`config.mk`:
```
export PLATFORM = sky130hd
export DESIGN_NAME = pbm_port_mux
export DESIGN_NICKNAME = d
export VERILOG_FILES = /design/src/rtl/pbm_pkg.sv /design/src/rtl/pbm_port_mux.sv
export VERILOG_INCLUDE_DIRS = /design/src /design/src/rtl
export SDC_FILE = /design/constraint.sdc
export NUM_CORES = 1
export LEC_CHECK = 0
export ABC_AREA = 1
export BUFFER_PORTS_ARGS = -buffer_cell sky130_fd_sc_hd__buf_2
export CAP_MARGIN = 25
export CORE_AREA = 4 4 96 98
export CTS_CLUSTER_SIZE = 8
export DETAILED_ROUTE_END_ITERATION = 8
export DIE_AREA = 0 0 100 102
export GPL_ROUTABILITY_DRIVEN = 0
export HOLD_SLACK_MARGIN = 0.03
export PLACE_DENSITY = 0.76
export SYNTH_ARGS = -nofsm -noshare
export SYNTH_HDL_FRONTEND = slang
export SYNTH_SLANG_ARGS = --single-unit
```
`constraint.sdc`:
```
create_clock -name clk -period 2.7 [get_ports clk]
set_input_delay 0.54 -clock clk [delete_from_list [all_inputs] [get_ports clk]]
set_output_delay 0.54 -clock clk [all_outputs]
set_load 0.01 [all_outputs]
```
`src/rtl/pbm_defs.svh`:
```
// register offsets, field positions and reset values for the port b mux
`ifndef PBM_DEFS_SVH
`define PBM_DEFS_SVH
`define PBM_ADDR_W 5
`define PBM_OFF_MCU_CONTROL 5'h00
`define PBM_OFF_PORT_OUT 5'h04
`define PBM_OFF_PORT_DIR 5'h08
`define PBM_OFF_PIN_IN 5'h0c
`define PBM_CTRL_W 5
`define PBM_CTRL_RESET 5'h00
`define PBM_PORT_RESET 8'h00
`define PBM_PUD_BIT 4
`define PBM_RESP_OKAY 2'h0
`define PBM_RESP_SLVERR 2'h2
`endif

```
`src/rtl/pbm_pkg.sv`:
```
// types for the port b alternate function mux
package pbm_pkg;
    typedef struct packed {
        logic [4:0] ctrl;
        logic [7:0] port_out;
        logic [7:0] dir;
        logic [7:0] sync1;
        logic [7:0] sync2;
        logic aw_got;
        logic w_got;
        logic [4:0] awaddr;
        logic [7:0] wdata;
        logic wstrb0;
        logic bvalid;
        logic [1:0] bresp;
        logic rvalid;
        logic [31:0] rdata;
        logic [1:0] rresp;
    } pbm_state_t;
endpackage

```
`src/rtl/pbm_port_mux.sv`:
```
// port b alternate function override mux with axi4-lite register slave
`timescale 1ns/1ps
`include "pbm_defs.svh"
module pbm_port_mux
    import pbm_pkg::*;
(
    input wire logic clk,
    input wire logic rst,
    input wire logic [4:0] s_axi_awaddr,
    input wire logic s_axi_awvalid,
    output logic s_axi_awready,
    input wire logic [31:0] s_axi_wdata,
    input wire logic [3:0] s_axi_wstrb,
    input wire logic s_axi_wvalid,
    output logic s_axi_wready,
    output logic [1:0] s_axi_bresp,
    output logic s_axi_bvalid,
    input wire logic s_axi_bready,
    input wire logic [4:0] s_axi_araddr,
    input wire logic s_axi_arvalid,
    output logic s_axi_arready,
    output logic [31:0] s_axi_rdata,
    output logic [1:0] s_axi_rresp,
    output logic s_axi_rvalid,
    input wire logic s_axi_rready,
    input wire logic [7:0] pad_in,
    output logic [7:0] pullup_en,
    output logic [7:0] drive_en,
    output logic [7:0] drive_val,
    input wire logic sleep_clamp,
    input wire logic spi_enable_bit,
    input wire logic spi_master_select,
    input wire logic spi_miso_out,
    input wire logic spi_sck_out,
    input wire logic spi_mosi_out,
    output logic spi_miso_in,
    output logic spi_sck_in,
    output logic spi_mosi_in,
    input wire logic stage2_out0_enable,
    input wire logic stage2_out0,
    input wire logic stage2_out1_enable,
    input wire logic stage2_out1,
    input wire logic stage2_out2_enable,
    input wire logic stage2_out2,
    input wire logic stage2_out3_enable,
    input wire logic stage2_out3,
    input wire logic aux_stage_out1_enable,
    input wire logic aux_stage_out1,
    input wire logic comparator3_out_enable,
    input wire logic comparator3_out,
    input wire logic ext_irq0_enabled,
    input wire logic ext_irq1_enabled,
    input wire logic adc9_digital_off,
    input wire logic adc8_digital_off,
    input wire logic adc5_digital_off,
    input wire logic adc3_digital_off,
    input wire logic adc2_digital_off,
    output logic timer1_capture_in,
    output logic timer1_count_in,
    output logic ext_irq0_in,
    output logic ext_irq1_in
);
    pbm_state_t q;
    pbm_state_t d;
    logic global_pullup_off;
    logic spi_master;
    logic spi_slave;
    logic [7:0] pullup_override_en;
    logic [7:0] pullup_override_val;
    logic [7:0] dir_override_en;
    logic [7:0] dir_override_val;
    logic [7:0] value_override_en;
    logic [7:0] value_override_val;
    logic [7:0] input_en_override_en;
    logic [7:0] input_en_override_val;
    logic [7:0] input_en;
    logic [7:0] pin_in;
    logic aw_fire;
    logic w_fire;
    logic ar_fire;
    logic [4:0] wr_addr;
    logic [7:0] wr_data;
    logic wr_strb;

    // decode a byte address to a register index, bit 2 flags a hit
    function automatic logic [2:0] reg_sel(input logic [4:0] addr);
        logic [2:0] sel;
        sel = 3'h0;
        case ({addr[4:2], 2'h0})
            `PBM_OFF_MCU_CONTROL: sel = 3'h4;
            `PBM_OFF_PORT_OUT: sel = 3'h5;
            `PBM_OFF_PORT_DIR: sel = 3'h6;
            `PBM_OFF_PIN_IN: sel = 3'h7;
            default: sel = 3'h0;
        endcase
        return sel;
    endfunction

    assign global_pullup_off = q.ctrl[`PBM_PUD_BIT];
    assign spi_master = spi_enable_bit & spi_master_select;
    assign spi_slave = spi_enable_bit & ~spi_master_select;

    // per-pin override sources, purely combinational
    always_comb begin
        pullup_override_en = 8'h00;
        pullup_override_val = 8'h00;
        dir_override_en = 8'h00;
        dir_override_val = 8'h00;
        value_override_en = 8'h00;
        value_override_val = 8'h00;
        input_en_override_en = 8'h00;
        input_en_override_val = 8'h00;
        // pin 7: stage2 output 2, capture input, adc9
        dir_override_en[7] = stage2_out2_enable;
        dir_override_val[7] = 1'b1;
        value_override_en[7] = stage2_out2_enable;
        value_override_val[7] = stage2_out2;
        input_en_override_en[7] = adc9_digital_off;
        // pin 6: spi miso, input when master
        pullup_override_en[6] = spi_master;
        pullup_override_val[6] = q.port_out[6] & ~global_pullup_off;
        dir_override_en[6] = spi_master;
        value_override_en[6] = spi_slave;
        value_override_val[6] = spi_miso_out;
        input_en_override_en[6] = adc8_digital_off;
        // pin 5: spi clock, input when slave; irq1 keeps input alive
        pullup_override_en[5] = spi_slave;
        pullup_override_val[5] = q.port_out[5] & ~global_pullup_off;
        dir_override_en[5] = spi_slave;
        value_override_en[5] = spi_master;
        value_override_val[5] = spi_sck_out;
        input_en_override_en[5] = adc5_digital_off | ext_irq1_enabled;
        input_en_override_val[5] = ext_irq1_enabled;
        // pin 4: spi mosi, input when slave
        pullup_override_en[4] = spi_slave;
        pullup_override_val[4] = q.port_out[4] & ~global_pullup_off;
        dir_override_en[4] = spi_slave;
        value_override_en[4] = spi_master;
        value_override_val[4] = spi_mosi_out;
        input_en_override_en[4] = adc3_digital_off;
        // pin 3: aux stage output 1, adc2
        dir_override_en[3] = aux_stage_out1_enable;
        dir_override_val[3] = 1'b1;
        value_override_en[3] = aux_stage_out1_enable;
        value_override_val[3] = aux_stage_out1;
        input_en_override_en[3] = adc2_digital_off;
        // pin 2: stage2 output 1, irq0
        dir_override_en[2] = stage2_out1_enable;
        dir_override_val[2] = 1'b1;
        value_override_en[2] = stage2_out1_enable;
        value_override_val[2] = stage2_out1;
        input_en_override_en[2] = ext_irq0_enabled;
        input_en_override_val[2] = ext_irq0_enabled;
        // pin 1: stage2 output 0
        dir_override_en[1] = stage2_out0_enable;
        dir_override_val[1] = 1'b1;
        value_override_en[1] = stage2_out0_enable;
        value_override_val[1] = stage2_out0;
        // pin 0: stage2 output 3 before comparator 3
        dir_override_en[0] = stage2_out3_enable | comparator3_out_enable;
        dir_override_val[0] = 1'b1;
        value_override_en[0] = stage2_out3_enable | comparator3_out_enable;
        if (stage2_out3_enable) begin
            value_override_val[0] = stage2_out3;
        end else if (comparator3_out_enable) begin
            value_override_val[0] = comparator3_out;
        end else begin
            value_override_val[0] = 1'b0;
        end
    end

    // generic override cell applied to every pin
    always_comb begin
        for (int i = 0; i < 8; i++) begin
            if (pullup_override_en[i]) begin
                pullup_en[i] = pullup_override_val[i];
            end else begin
                pullup_en[i] = ~q.dir[i] & q.port_out[i] & ~global_pullup_off;
            end
            drive_en[i] = dir_override_en[i] ? dir_override_val[i] : q.dir[i];
            drive_val[i] = value_override_en[i] ? value_override_val[i] : q.port_out[i];
            input_en[i] = input_en_override_en[i] ? input_en_override_val[i] : ~sleep_clamp;
        end
    end

    assign pin_in = q.sync2 & input_en;
    assign timer1_capture_in = pin_in[7];
    assign spi_miso_in = pin_in[6];
    assign spi_sck_in = pin_in[5];
    assign ext_irq1_in = pin_in[5];
    assign spi_mosi_in = pin_in[4];
    assign ext_irq0_in = pin_in[2];
    assign timer1_count_in = pin_in[0];

    // axi4-lite handshakes
    assign s_axi_awready = ~q.aw_got & ~q.bvalid;
    assign s_axi_wready = ~q.w_got & ~q.bvalid;
    assign s_axi_arready = ~q.rvalid;
    assign aw_fire = s_axi_awvalid & s_axi_awready;
    assign w_fire = s_axi_wvalid & s_axi_wready;
    assign ar_fire = s_axi_arvalid & s_axi_arready;
    assign wr_addr = q.aw_got ? q.awaddr : s_axi_awaddr;
    assign wr_data = q.w_got ? q.wdata : s_axi_wdata[7:0];
    assign wr_strb = q.w_got ? q.wstrb0 : s_axi_wstrb[0];
    assign s_axi_bvalid = q.bvalid;
    assign s_axi_bresp = q.bresp;
    assign s_axi_rvalid = q.rvalid;
    assign s_axi_rdata = q.rdata;
    assign s_axi_rresp = q.rresp;

    always_comb begin
        logic [2:0] wsel;
        logic [2:0] rsel;
        wsel = reg_sel(wr_addr);
        rsel = reg_sel(s_axi_araddr);
        d = q;
        d.sync1 = pad_in;
        d.sync2 = q.sync1;
        if (aw_fire) begin
            d.aw_got = 1'b1;
            d.awaddr = s_axi_awaddr;
        end
        if (w_fire) begin
            d.w_got = 1'b1;
            d.wdata = s_axi_wdata[7:0];
            d.wstrb0 = s_axi_wstrb[0];
        end
        if ((q.aw_got | aw_fire) & (q.w_got | w_fire)) begin
            d.aw_got = 1'b0;
            d.w_got = 1'b0;
            d.bvalid = 1'b1;
            d.bresp = wsel[2] ? `PBM_RESP_OKAY : `PBM_RESP_SLVERR;
            if (wr_strb) begin
                case (wsel)
                    3'h4: d.ctrl = wr_data[4:0];
                    3'h5: d.port_out = wr_data;
                    3'h6: d.dir = wr_data;
                    default: d.ctrl = q.ctrl;
                endcase
            end
        end
        if (q.bvalid & s_axi_bready) begin
            d.bvalid = 1'b0;
        end
        if (ar_fire) begin
            d.rvalid = 1'b1;
            d.rresp = rsel[2] ? `PBM_RESP_OKAY : `PBM_RESP_SLVERR;
            case (rsel)
                3'h4: d.rdata = {27'h0, q.ctrl};
                3'h5: d.rdata = {24'h0, q.port_out};
                3'h6: d.rdata = {24'h0, q.dir};
                3'h7: d.rdata = {24'h0, pin_in};
                default: d.rdata = 32'h0;
            endcase
        end else if (q.rvalid & s_axi_rready) begin
            d.rvalid = 1'b0;
        end
    end

    always_ff @(posedge clk) begin
        if (rst) begin
            q <= '0;
        end else begin
            q <= d;
        end
    end
endmodule

```
Word level (Yosys, flattened, before mapping)
Cells that the tools add are included.
{ "totals": {"regBits": 91, "latch_bits": 0, "ram_bits": 0, "rom_bits": 0, "input_bits": 86, "output_inout_bits": 72, "word_cells": 122, "memories": 0} }
{ "classes": {"n_addsub": 0, "mul": 0, "div": 0, "order_cmp": 0, "n_eq_ne": 13, "shift": 0, "mux": 37, "bitwise_logic": 49, "reduce_logical": 8} }
{ "op_table": {"columns": ["cell", "n"], "rows": [
  ["one-hot mux 8 bit (4 select lines)", 1],
  ["two-way mux 1 bit", 30],
  ["bitwise AND 1 bit", 29],
  ["one-hot mux 3 bit (4 select lines)", 2],
  ["== test 3 bit (second input constant)", 7],
  ["NOT 1 bit", 15],
  ["== test 3 x 2 -> 1 bit (second input constant)", 4],
  ["AND reduction 3 bit", 3],
  ["bitwise AND 8 bit", 1],
  ["two-way mux 8 bit", 1],
  ["== test 3 x 1 -> 1 bit (second input constant)", 2],
  ["logical NOT 3 bit", 2],
  ["two-way mux 5 bit", 1],
  ["two-way mux 2 bit", 2],
  ["OR 1 bit", 4],
  ["OR reduction 2 bit", 2],
  ["nonzero test 2 bit", 1]
]} }

Longest topological paths before layout
Gate-level depths: netlist of run 1.
{ "depth": {"word_depth": 6, "mapped_depth": 9, "mapped_depth_nobuf": 9} }

Worst setup path before layout of run 1
No wires, ideal clock.
{ "synth_path": {"path_type": "input to output", "from": "in sleep_clamp", "to": "out spi_sck_in", "t_arrival_ns": 1.189, "required_ns": 2.160, "setup_slack_ns": 0.971, "stages": 4, "path_cell_list": "clkbuf_1 > o21bai_1 > and2_1 > buf_4"} }
{ "synth_between": {"elab_chain_cells": 3} }
{ "synth_rtl": {"columns": ["element", "line_no", "source"], "rows": [
  ["start, declared", "pbm_port_mux.sv:30", "input wire logic sleep_clamp,"],
  ["NOT 1 bit", "pbm_port_mux.sv:182", "input_en[i] = input_en_override_en[i] ? input_en_override_val[i] : ~sleep_clamp;"],
  ["two-way mux 1 bit", "pbm_port_mux.sv:182", null],
  ["bitwise AND 8 bit", "pbm_port_mux.sv:186", "assign pin_in = q.sync2 & input_en;"],
  ["end, declared", "pbm_port_mux.sv:37", "output logic spi_sck_in,"]
]} }
Every way passes these cells.

Worst setup path in the final report of run 1
{ "layout_path": {"from": "reg q[52] (netlist name)", "to": "reg q[83] (netlist name)"} }
{ "layout_between": {"elab_chain_cells": 6, "elab_cells_between_ends": 8, "cone_classes": "mux: 2; bitwise: 5; reduce/logical: 1"} }
{ "layout_rtl": {"columns": ["element", "line_no", "source"], "rows": [
  ["start, declared", "pbm_port_mux.sv:63", "pbm_state_t q;"],
  ["start signal, assigned", "pbm_port_mux.sv:262", "q <= '0;"],
  ["start signal, assigned", "pbm_port_mux.sv:264", "q <= d;"],
  ["NOT 1 bit", "pbm_port_mux.sv:197", "assign s_axi_wready = ~q.w_got & ~q.bvalid;"],
  ["bitwise AND 1 bit", "pbm_port_mux.sv:197", null],
  ["bitwise AND 1 bit", "pbm_port_mux.sv:200", "assign w_fire = s_axi_wvalid & s_axi_wready;"],
  ["OR 1 bit", "pbm_port_mux.sv:228", "if ((q.aw_got | aw_fire) & (q.w_got | w_fire)) begin"],
  ["bitwise AND 1 bit", "pbm_port_mux.sv:228", null],
  ["AND reduction 3 bit (no line)", null, null]
]} }
Parallel ways exist; a longest one is shown, timed or not.
A chain may end at the register's enable or synchronous reset.

==> key figures, run 1 <==
Die
  – Core area: 8470 um2
  – # rows: 34
  – Width of the die: 100 um
  – Die height: 102 um
  – I/O pin count: ~160
  – Die ar.: around 10,000 um2
  – Initial cell density of the core: 0.386

STA
  – Max Clock Skew: 0.00750 ns
  – Highest Clock Rate: 536 MHz
  – Period utilization: 0.691
  – Final setup violation count: 0
  – Minimum clock period: 1.86 ns
  – Pins Over Slew Limit: 0
  – RSZ-0062 raised after global routing: false
  – Worst setup margin: 0.835 ns
  – Final TNS setup: 0 ns
  – Final Hold Fails: 0
  – Final Hold Slack: 0.376 ns
  – Relative slew slack: 0.382
  – Worst-Margin Slew: 0.922 ns

Pwr
  – Sw Pwr: 0.641 mW
  – Cell leakage power: 1.91 nW
  – Int Power: approximately 1.5 mW
  – Switching Fraction: 0.296
  – Worst ir drop on vdd: 0.355 mV
  – P per Cell Area: 566 nW/um2
  – Combinational share of power: 0.178
  – Clock power frac: 0.347
  – Power share of the sequential group: 0.475

Critical path
  – Worst-path cell with the longest stage delay: dfxtp_1
  – Critical-path cell list: o21bai_2, nand2_1, nor2_4, nand3_1, nand2_1, nor2_1
  – Max FO, Critical Path: 13
  – Reg-to-reg slack, setup: 0.84 ns
  – Reg2reg path depth: 6
  – Sum of buffers and inverters on the critical path: 0
  – CP required: a little under 3 ns
  – Critical Path AT: between 2 and 2.5 ns
  – CP Capture Type: flip-flop
  – CP startpoint kind: flip-flop
  – Reg2reg end: q[83]$_SDFFE_PP0P_
  – Worst stage delay on the critical path: 0.70 ns
  – R2R Path Start: q[52]$_SDFFE_PP0P_
  – Crit Path Class: flip-flop to flip-flop
  – Crit-path leading delay family: simple AND/OR/NAND/NOR gates
  – Most used cell, CP: nand2_1

Clock network
  – Number of hold buffers added after CTS: 0
  – Post_cts resized: 0
  – CTS tree: done
  – Clk slew on worst S/H paths: 0.07 ns
  – Clock root buffer: clkbuf_8
  – TritonCTS buffer count: 9
  – Skew-Pair Late Insertion Delay: 0.34 ns
  – H-tree levels: 3
  – # Post-CTS Setup Buffers: 0
  – Clock sink total: 63
  – Clock buffer depth: 2

Placement
  – Placed cells: between 600 and 700
  – Setup Slack @ Placement: 0.855 ns
  – Final HPWL DP: roughly 6.2 mm
  – Port buffer count: 100

Min path
  – Worst hold path type: input port to flip-flop
  – Worst hold path stage count: 2
  – Worst hold endpoint: s_axi_bvalid$_SDFFE_PP0P_
  – Worst hold start: s_axi_bready

Yosys
  – Flops & latches, synth: 63
  – Netlist cell types: 30
  – Mapped cell area: 3270 um2
  – Synth Warn #: 0
  – Post-Synthesis Cells: 479
  – Seq/Total Area, Yosys: 0.386
  – Avg Synthesized Cell Area: 6.82 um2

Detailed routing
  – DRC Markers: 0
  – DR vias/cell: roughly 4.5
  – Drt total wl: 7.92 mm
  – Final ANT Viol Nets: 0
  – Iter 0 DRT Violations: 156
  – Via count: roughly 3,100
  – DRT Pass-1 Iters: 4
  – Avg WL per Cell: 11.7 um

Global route
  – Largest net degree at the start of global routing: 38
  – Global-route wire length before repair: 12.3 mm
  – Initial antenna violation count: 0
  – Total grt overflow: 0
  – GRT Total Usage: 0.151
  – Vias in the first global route: between 2,000 and 3,000

Finish
  – Most frequent cells in the layout: 100 x nor2_1, 100 x buf_2, 91 x nand2_1
  – # fillers: just under 900
  – Combined area of the multi-input logic cells: 1520 um2
  – Area of all sequential standard cells: roughly 1300 um2
  – Layout cell share with drive strength beyond 1: 0.240
  – Cell Count, Final, Fillers Out: around 680
  – Final #Nets: 652
  – P&R area growth vs syn: 17.4%
  – Antenna diodes: 0

Run status
  – Status: completed

Job
  – Max Cap Viol: 0
per-layer routing:
metal  global-route usage  share of wire  vias to the layer above  routed length (um)
met3               0.0334          0.087                       14                 685
met2                0.251           0.47                      105                3710
li1                     -              -                     1593                   -
met1                0.191           0.43                     1352                3390
met5                    0              0                        -                   0
met4               0.0591          0.017                        0                 131
area by class of cell:
| class | count | area share |
|---|---|---|
| tap | 108 | 0.0353 |
| inverter | 59 | 0.0578 |
| clock buffer | 12 | 0.0431 |
| multi-input combinational | 332 | 0.398 |
| clock inverter | 3 | 0.00457 |
| timing repair buffer | 101 | 0.133 |
| sequential | 63 | 0.329 |
metrics by stage:
step                 util  instance area [um2]  total power, mW
floorplan               -                 3360             1.34
global placement    0.431                 3650             1.42
detailed placement  0.431                 3650             1.44
CTS                 0.453                 3830             2.19
global route        0.453                 3830             2.28
finish              0.453                 3830             2.17
synthesized netlist by cell type (all sizes together):
master	instances	area, um2
a211oi	1	7.51
a21oi	17	85.1
and2	2	12.5
buf	45	334
clkbuf	5	18.8
clkinv	3	11.3
conb	1	3.75
dfxtp	63	1260
inv	56	210
mux2i	8	80.1
nand2	91	342
nand3	35	193
nor2	107	444
nor3	11	55.1
nor3b	2	15.0
o21a	1	7.51
o21ai	23	126
o21bai	2	18.8
o221ai	1	8.76
or2	5	31.3
flip-flops by register name, summed over array words and instances (netlist names):
| signal | flops |
|---|---|
| s_axi_bvalid | 1 |
| s_axi_rresp | 1 |
| s_axi_bresp | 1 |
| q | 42 |
| d | 8 |
| global_pullup_off | 1 |
| s_axi_rdata | 8 |
| s_axi_rvalid | 1 |
cell families after synthesis:
group	after synthesis	synth area share
muxes	8	0.0245
buffers and inverters	109	0.176
AOI/OAI and AO/OA	45	0.0778
and+or+nand+nor	253	0.334
other	1	0.00115
DFF	63	0.386
power by group through the flow:
stage,registers [mW],logic (mW),clock network [mW]
CTS,1.03,0.386,0.773
floorplan,1.03,0.309,0
finish,1.03,0.386,0.752
global route,1.04,0.433,0.808
detailed placement,1.05,0.384,0
global placement,1.05,0.373,0
worst max-delay path by stage:
stage                        from                 end  slack, ns  cells after the start
2_1_floorplan         sleep_clamp          spi_sck_in       0.97                      4
3_3_place_gp                  rst  q[52]$_SDFFE_PP0P_       0.89                      4
3_5_place_dp                  rst  q[38]$_SDFFE_PP0P_       0.85                      4
4_1_cts        q[52]$_SDFFE_PP0P_        s_axi_wready       0.83                      2
5_1_grt        q[52]$_SDFFE_PP0P_  q[74]$_SDFFE_PP0P_       0.70                      6
6_report       q[52]$_SDFFE_PP0P_  q[83]$_SDFFE_PP0P_       0.84                      6
No activity file was read; power rests on OpenSTA's default activity.
==> run 2, diff against run 1 <==
Settings changed: PLACE_DENSITY 0.76 to 0.79.
Clock period 2.7 ns to 1.6 ns, I/O delays scaled along.
==> run 2 against run 1 <==
- sequential power rose by 68%
- core utilization rose by 1.0 points
- design area rose by 2.2%
- clock power grew 84%
- non-clock buffer count increased by 6
- setup slack worse by 0.73 ns
- largest cell class unchanged
==> key figures, run 2 (synthesized netlist as in run 1, its figures left out) <==
Critical path
  – CP startpoint kind: flip-flop (unchanged)
  – Max FO, Critical Path: 10 (was 13)
  – Worst stage delay on the critical path: 0.58 ns (was 0.70 ns)
  – CP Capture Type: output port (was flip-flop)
  – Worst-path cell with the longest stage delay: dfxtp_1 (unchanged)
  – Critical-path cell list: nor3_1, buf_2 (was o21bai_2, nand2_1, nor2_4, nand3_1, nand2_1, nor2_1)
  – Reg2reg path depth: 7 (was 6)
  – CP required: 1.28 ns (was 2.93 ns)
  – Crit Path Class: flip-flop to output port (was flip-flop to flip-flop)
  – Reg-to-reg slack, setup: 0.13 ns (was 0.84 ns)
  – Critical Path AT: 1.18 ns (was 2.10 ns)

Run status
  – Status: completed (unchanged)

STA
  – Minimum clock period: 1.50 ns
  – Final setup violation count: 0 (unchanged)
  – Period utilization: 0.937
  – Max Clock Skew: 0.00813 ns (was 0.00750 ns)
  – Highest Clock Rate: 667 MHz
  – Pins Over Slew Limit: 0 (unchanged)
  – Final Hold Fails: 0 (unchanged)
  – Final Hold Slack: 0.154 ns (was 0.376 ns)
  – Final TNS setup: 0 ns (unchanged)
  – RSZ-0062 raised after global routing: false (unchanged)

Clock network
  – Clk slew on worst S/H paths: 0.07 ns (about the same)
  – Skew-Pair Late Insertion Delay: 0.33 ns (was 0.34 ns)
  – Clock buffer depth: 2 (unchanged)
  – Clock root buffer: clkbuf_8 (unchanged)
  – TritonCTS buffer count: 9 (unchanged)
  – Clock sink total: 63 (unchanged)
  – H-tree levels: 3 (unchanged)
  – CTS tree: done (unchanged)

Detailed routing
  – Avg WL per Cell: 11.7 um (about the same)
  – Via count: 3,086 (was 3,064)
  – DRT Pass-1 Iters: 4 (unchanged)
  – Iter 0 DRT Violations: 167 (was 156)
  – DRC Markers: 0 (unchanged)
  – Drt total wl: 7.99 mm (was 7.92 mm)
  – DR vias/cell: 4.51 (was 4.52)
  – Final ANT Viol Nets: 0 (unchanged)

Die
  – # rows: 34 (unchanged)
  – Initial cell density of the core: 0.386 (unchanged)
  – Core area: 8470 um2 (unchanged)
  – I/O pin count: 158 (unchanged)
  – Width of the die: 100 um (unchanged)
  – Die ar.: 10,200 um2 (unchanged)
  – Die height: 102 um (unchanged)

Finish
  – Most frequent cells in the layout: 100 x nor2_1, 100 x buf_2, 91 x nand2_1 (unchanged)
  – P&R area growth vs syn: 20.0% (was 17.4%)
  – Post-Layout Inst Area: 3920 um2 (was 3830 um2)
  – Final #Nets: 658 (was 652)
  – Antenna diodes: 0 (unchanged)
  – Biggest register: q (unchanged)
  – Flip-flop count of the largest register after layout: 42 (unchanged)
  – Combined area of the multi-input logic cells: 1520 um2 (unchanged)
  – # fillers: 867 (was 868)
  – Area of all sequential standard cells: 1260 um2 (about the same)
  – Layout cell share with drive strength beyond 1: 0.250 (was 0.240)

Placement
  – Final HPWL DP: 6.22 mm (was 6.23 mm)
  – Port buffer count: 100 (unchanged)
  – Placed Area: 3680 um2 (was 3650 um2)

Min path
  – Worst hold path stage count: 2 (unchanged)
  – Worst hold path type: input port to flip-flop (unchanged)

Global route
  – Largest net degree at the start of global routing: 38 (unchanged)
  – Vias in the first global route: 2,788 (was 2,716)
  – Initial antenna violation count: 0 (unchanged)
  – GRT Total Usage: 0.154 (was 0.151)
  – Global-route wire length before repair: 12.5 mm (was 12.3 mm)
  – Total grt overflow: 0 (unchanged)

Job
  – Max Cap Viol: 0 (unchanged)

Pwr
  – P per Cell Area: 970 nW/um2 (was 566 nW/um2)
  – Worst ir drop on vdd: 0.546 mV (was 0.355 mV)
  – Cell leakage power: 1.96 nW (was 1.91 nW)
## run 2: cell count changes in the layout (fill, tap and decap cells not counted)
cell / delta
bufinv_16: +1
buf_4: +4
dfxtp_2: +1
clkinv_2: +1
clkbuf_8: -1
dfxtp_1: -1
buf_12: +2
clkinvlp_4: -1
## run 2: metal layers
metal	wire (um)	GRT usage	share of wire
met2	3870	0.270	0.48
met5	0	0	0
met1	3370	0.185	0.42
met4	49	0.0321	0.0061
met3	693	0.0491	0.087
## run 2: area by class of cell
class                      count  area share
inverter                      59      0.0565
clock buffer                  11      0.0386
timing repair buffer         107       0.148
tap                          108      0.0345
clock inverter                 4      0.0115
multi-input combinational    332       0.389
sequential                    63       0.322
## run 2: final timing paths
kind                                  startpoint                   endpoint
hold / removal                      s_axi_bready  s_axi_bvalid$_SDFFE_PP0P_
setup / recovery  global_pullup_off$_SDFFE_PP0P_               pullup_en[2]
hold reg to reg                 d[56]$_SDFF_PP0_           q[56]$_SDFF_PP0_
setup reg to reg       s_axi_bvalid$_SDFFE_PP0P_         q[87]$_SDFFE_PP0P_
## run 2: repair_timing
item                                   in CTS  in global routing
buffers inserted                            0                  2
setup endpoints to repair                   0                 21
endpoints found under the hold margin       0                  0
gates resized for setup                     0                  1
hold buffers                                0                  0
## run 2: per-stage QoR
step / utilization / cells / power (mW) / worst slack (ns)
after floorplan: - / 504 / 2.26 / 0.236
after global placement: 0.435 / 667 / 2.41 / 0.108
after detailed placement: 0.435 / 667 / 2.44 / 0.0621
after CTS: 0.458 / 682 / 3.81 / 0.0816
after global routing: 0.463 / 684 / 3.98 / 0.00829
final: 0.463 / 684 / 3.80 / 0.101
## run 2: worst max-delay path: cells and delay by family (launching register included)
kind                   cells  cell delay, ns
buffers and inverters      1            0.16
flip-flops                 1            0.58
AND/OR/NAND/NOR            1            0.11
## run 2: report_power, final
group / internal (mW) / switching [mW] / total, mW
sequential: 1.66 / 0.0618 / 1.73
clock: 0.788 / 0.594 / 1.38
combinational: 0.263 / 0.432 / 0.694
total: 2.71 / 1.09 / 3.80
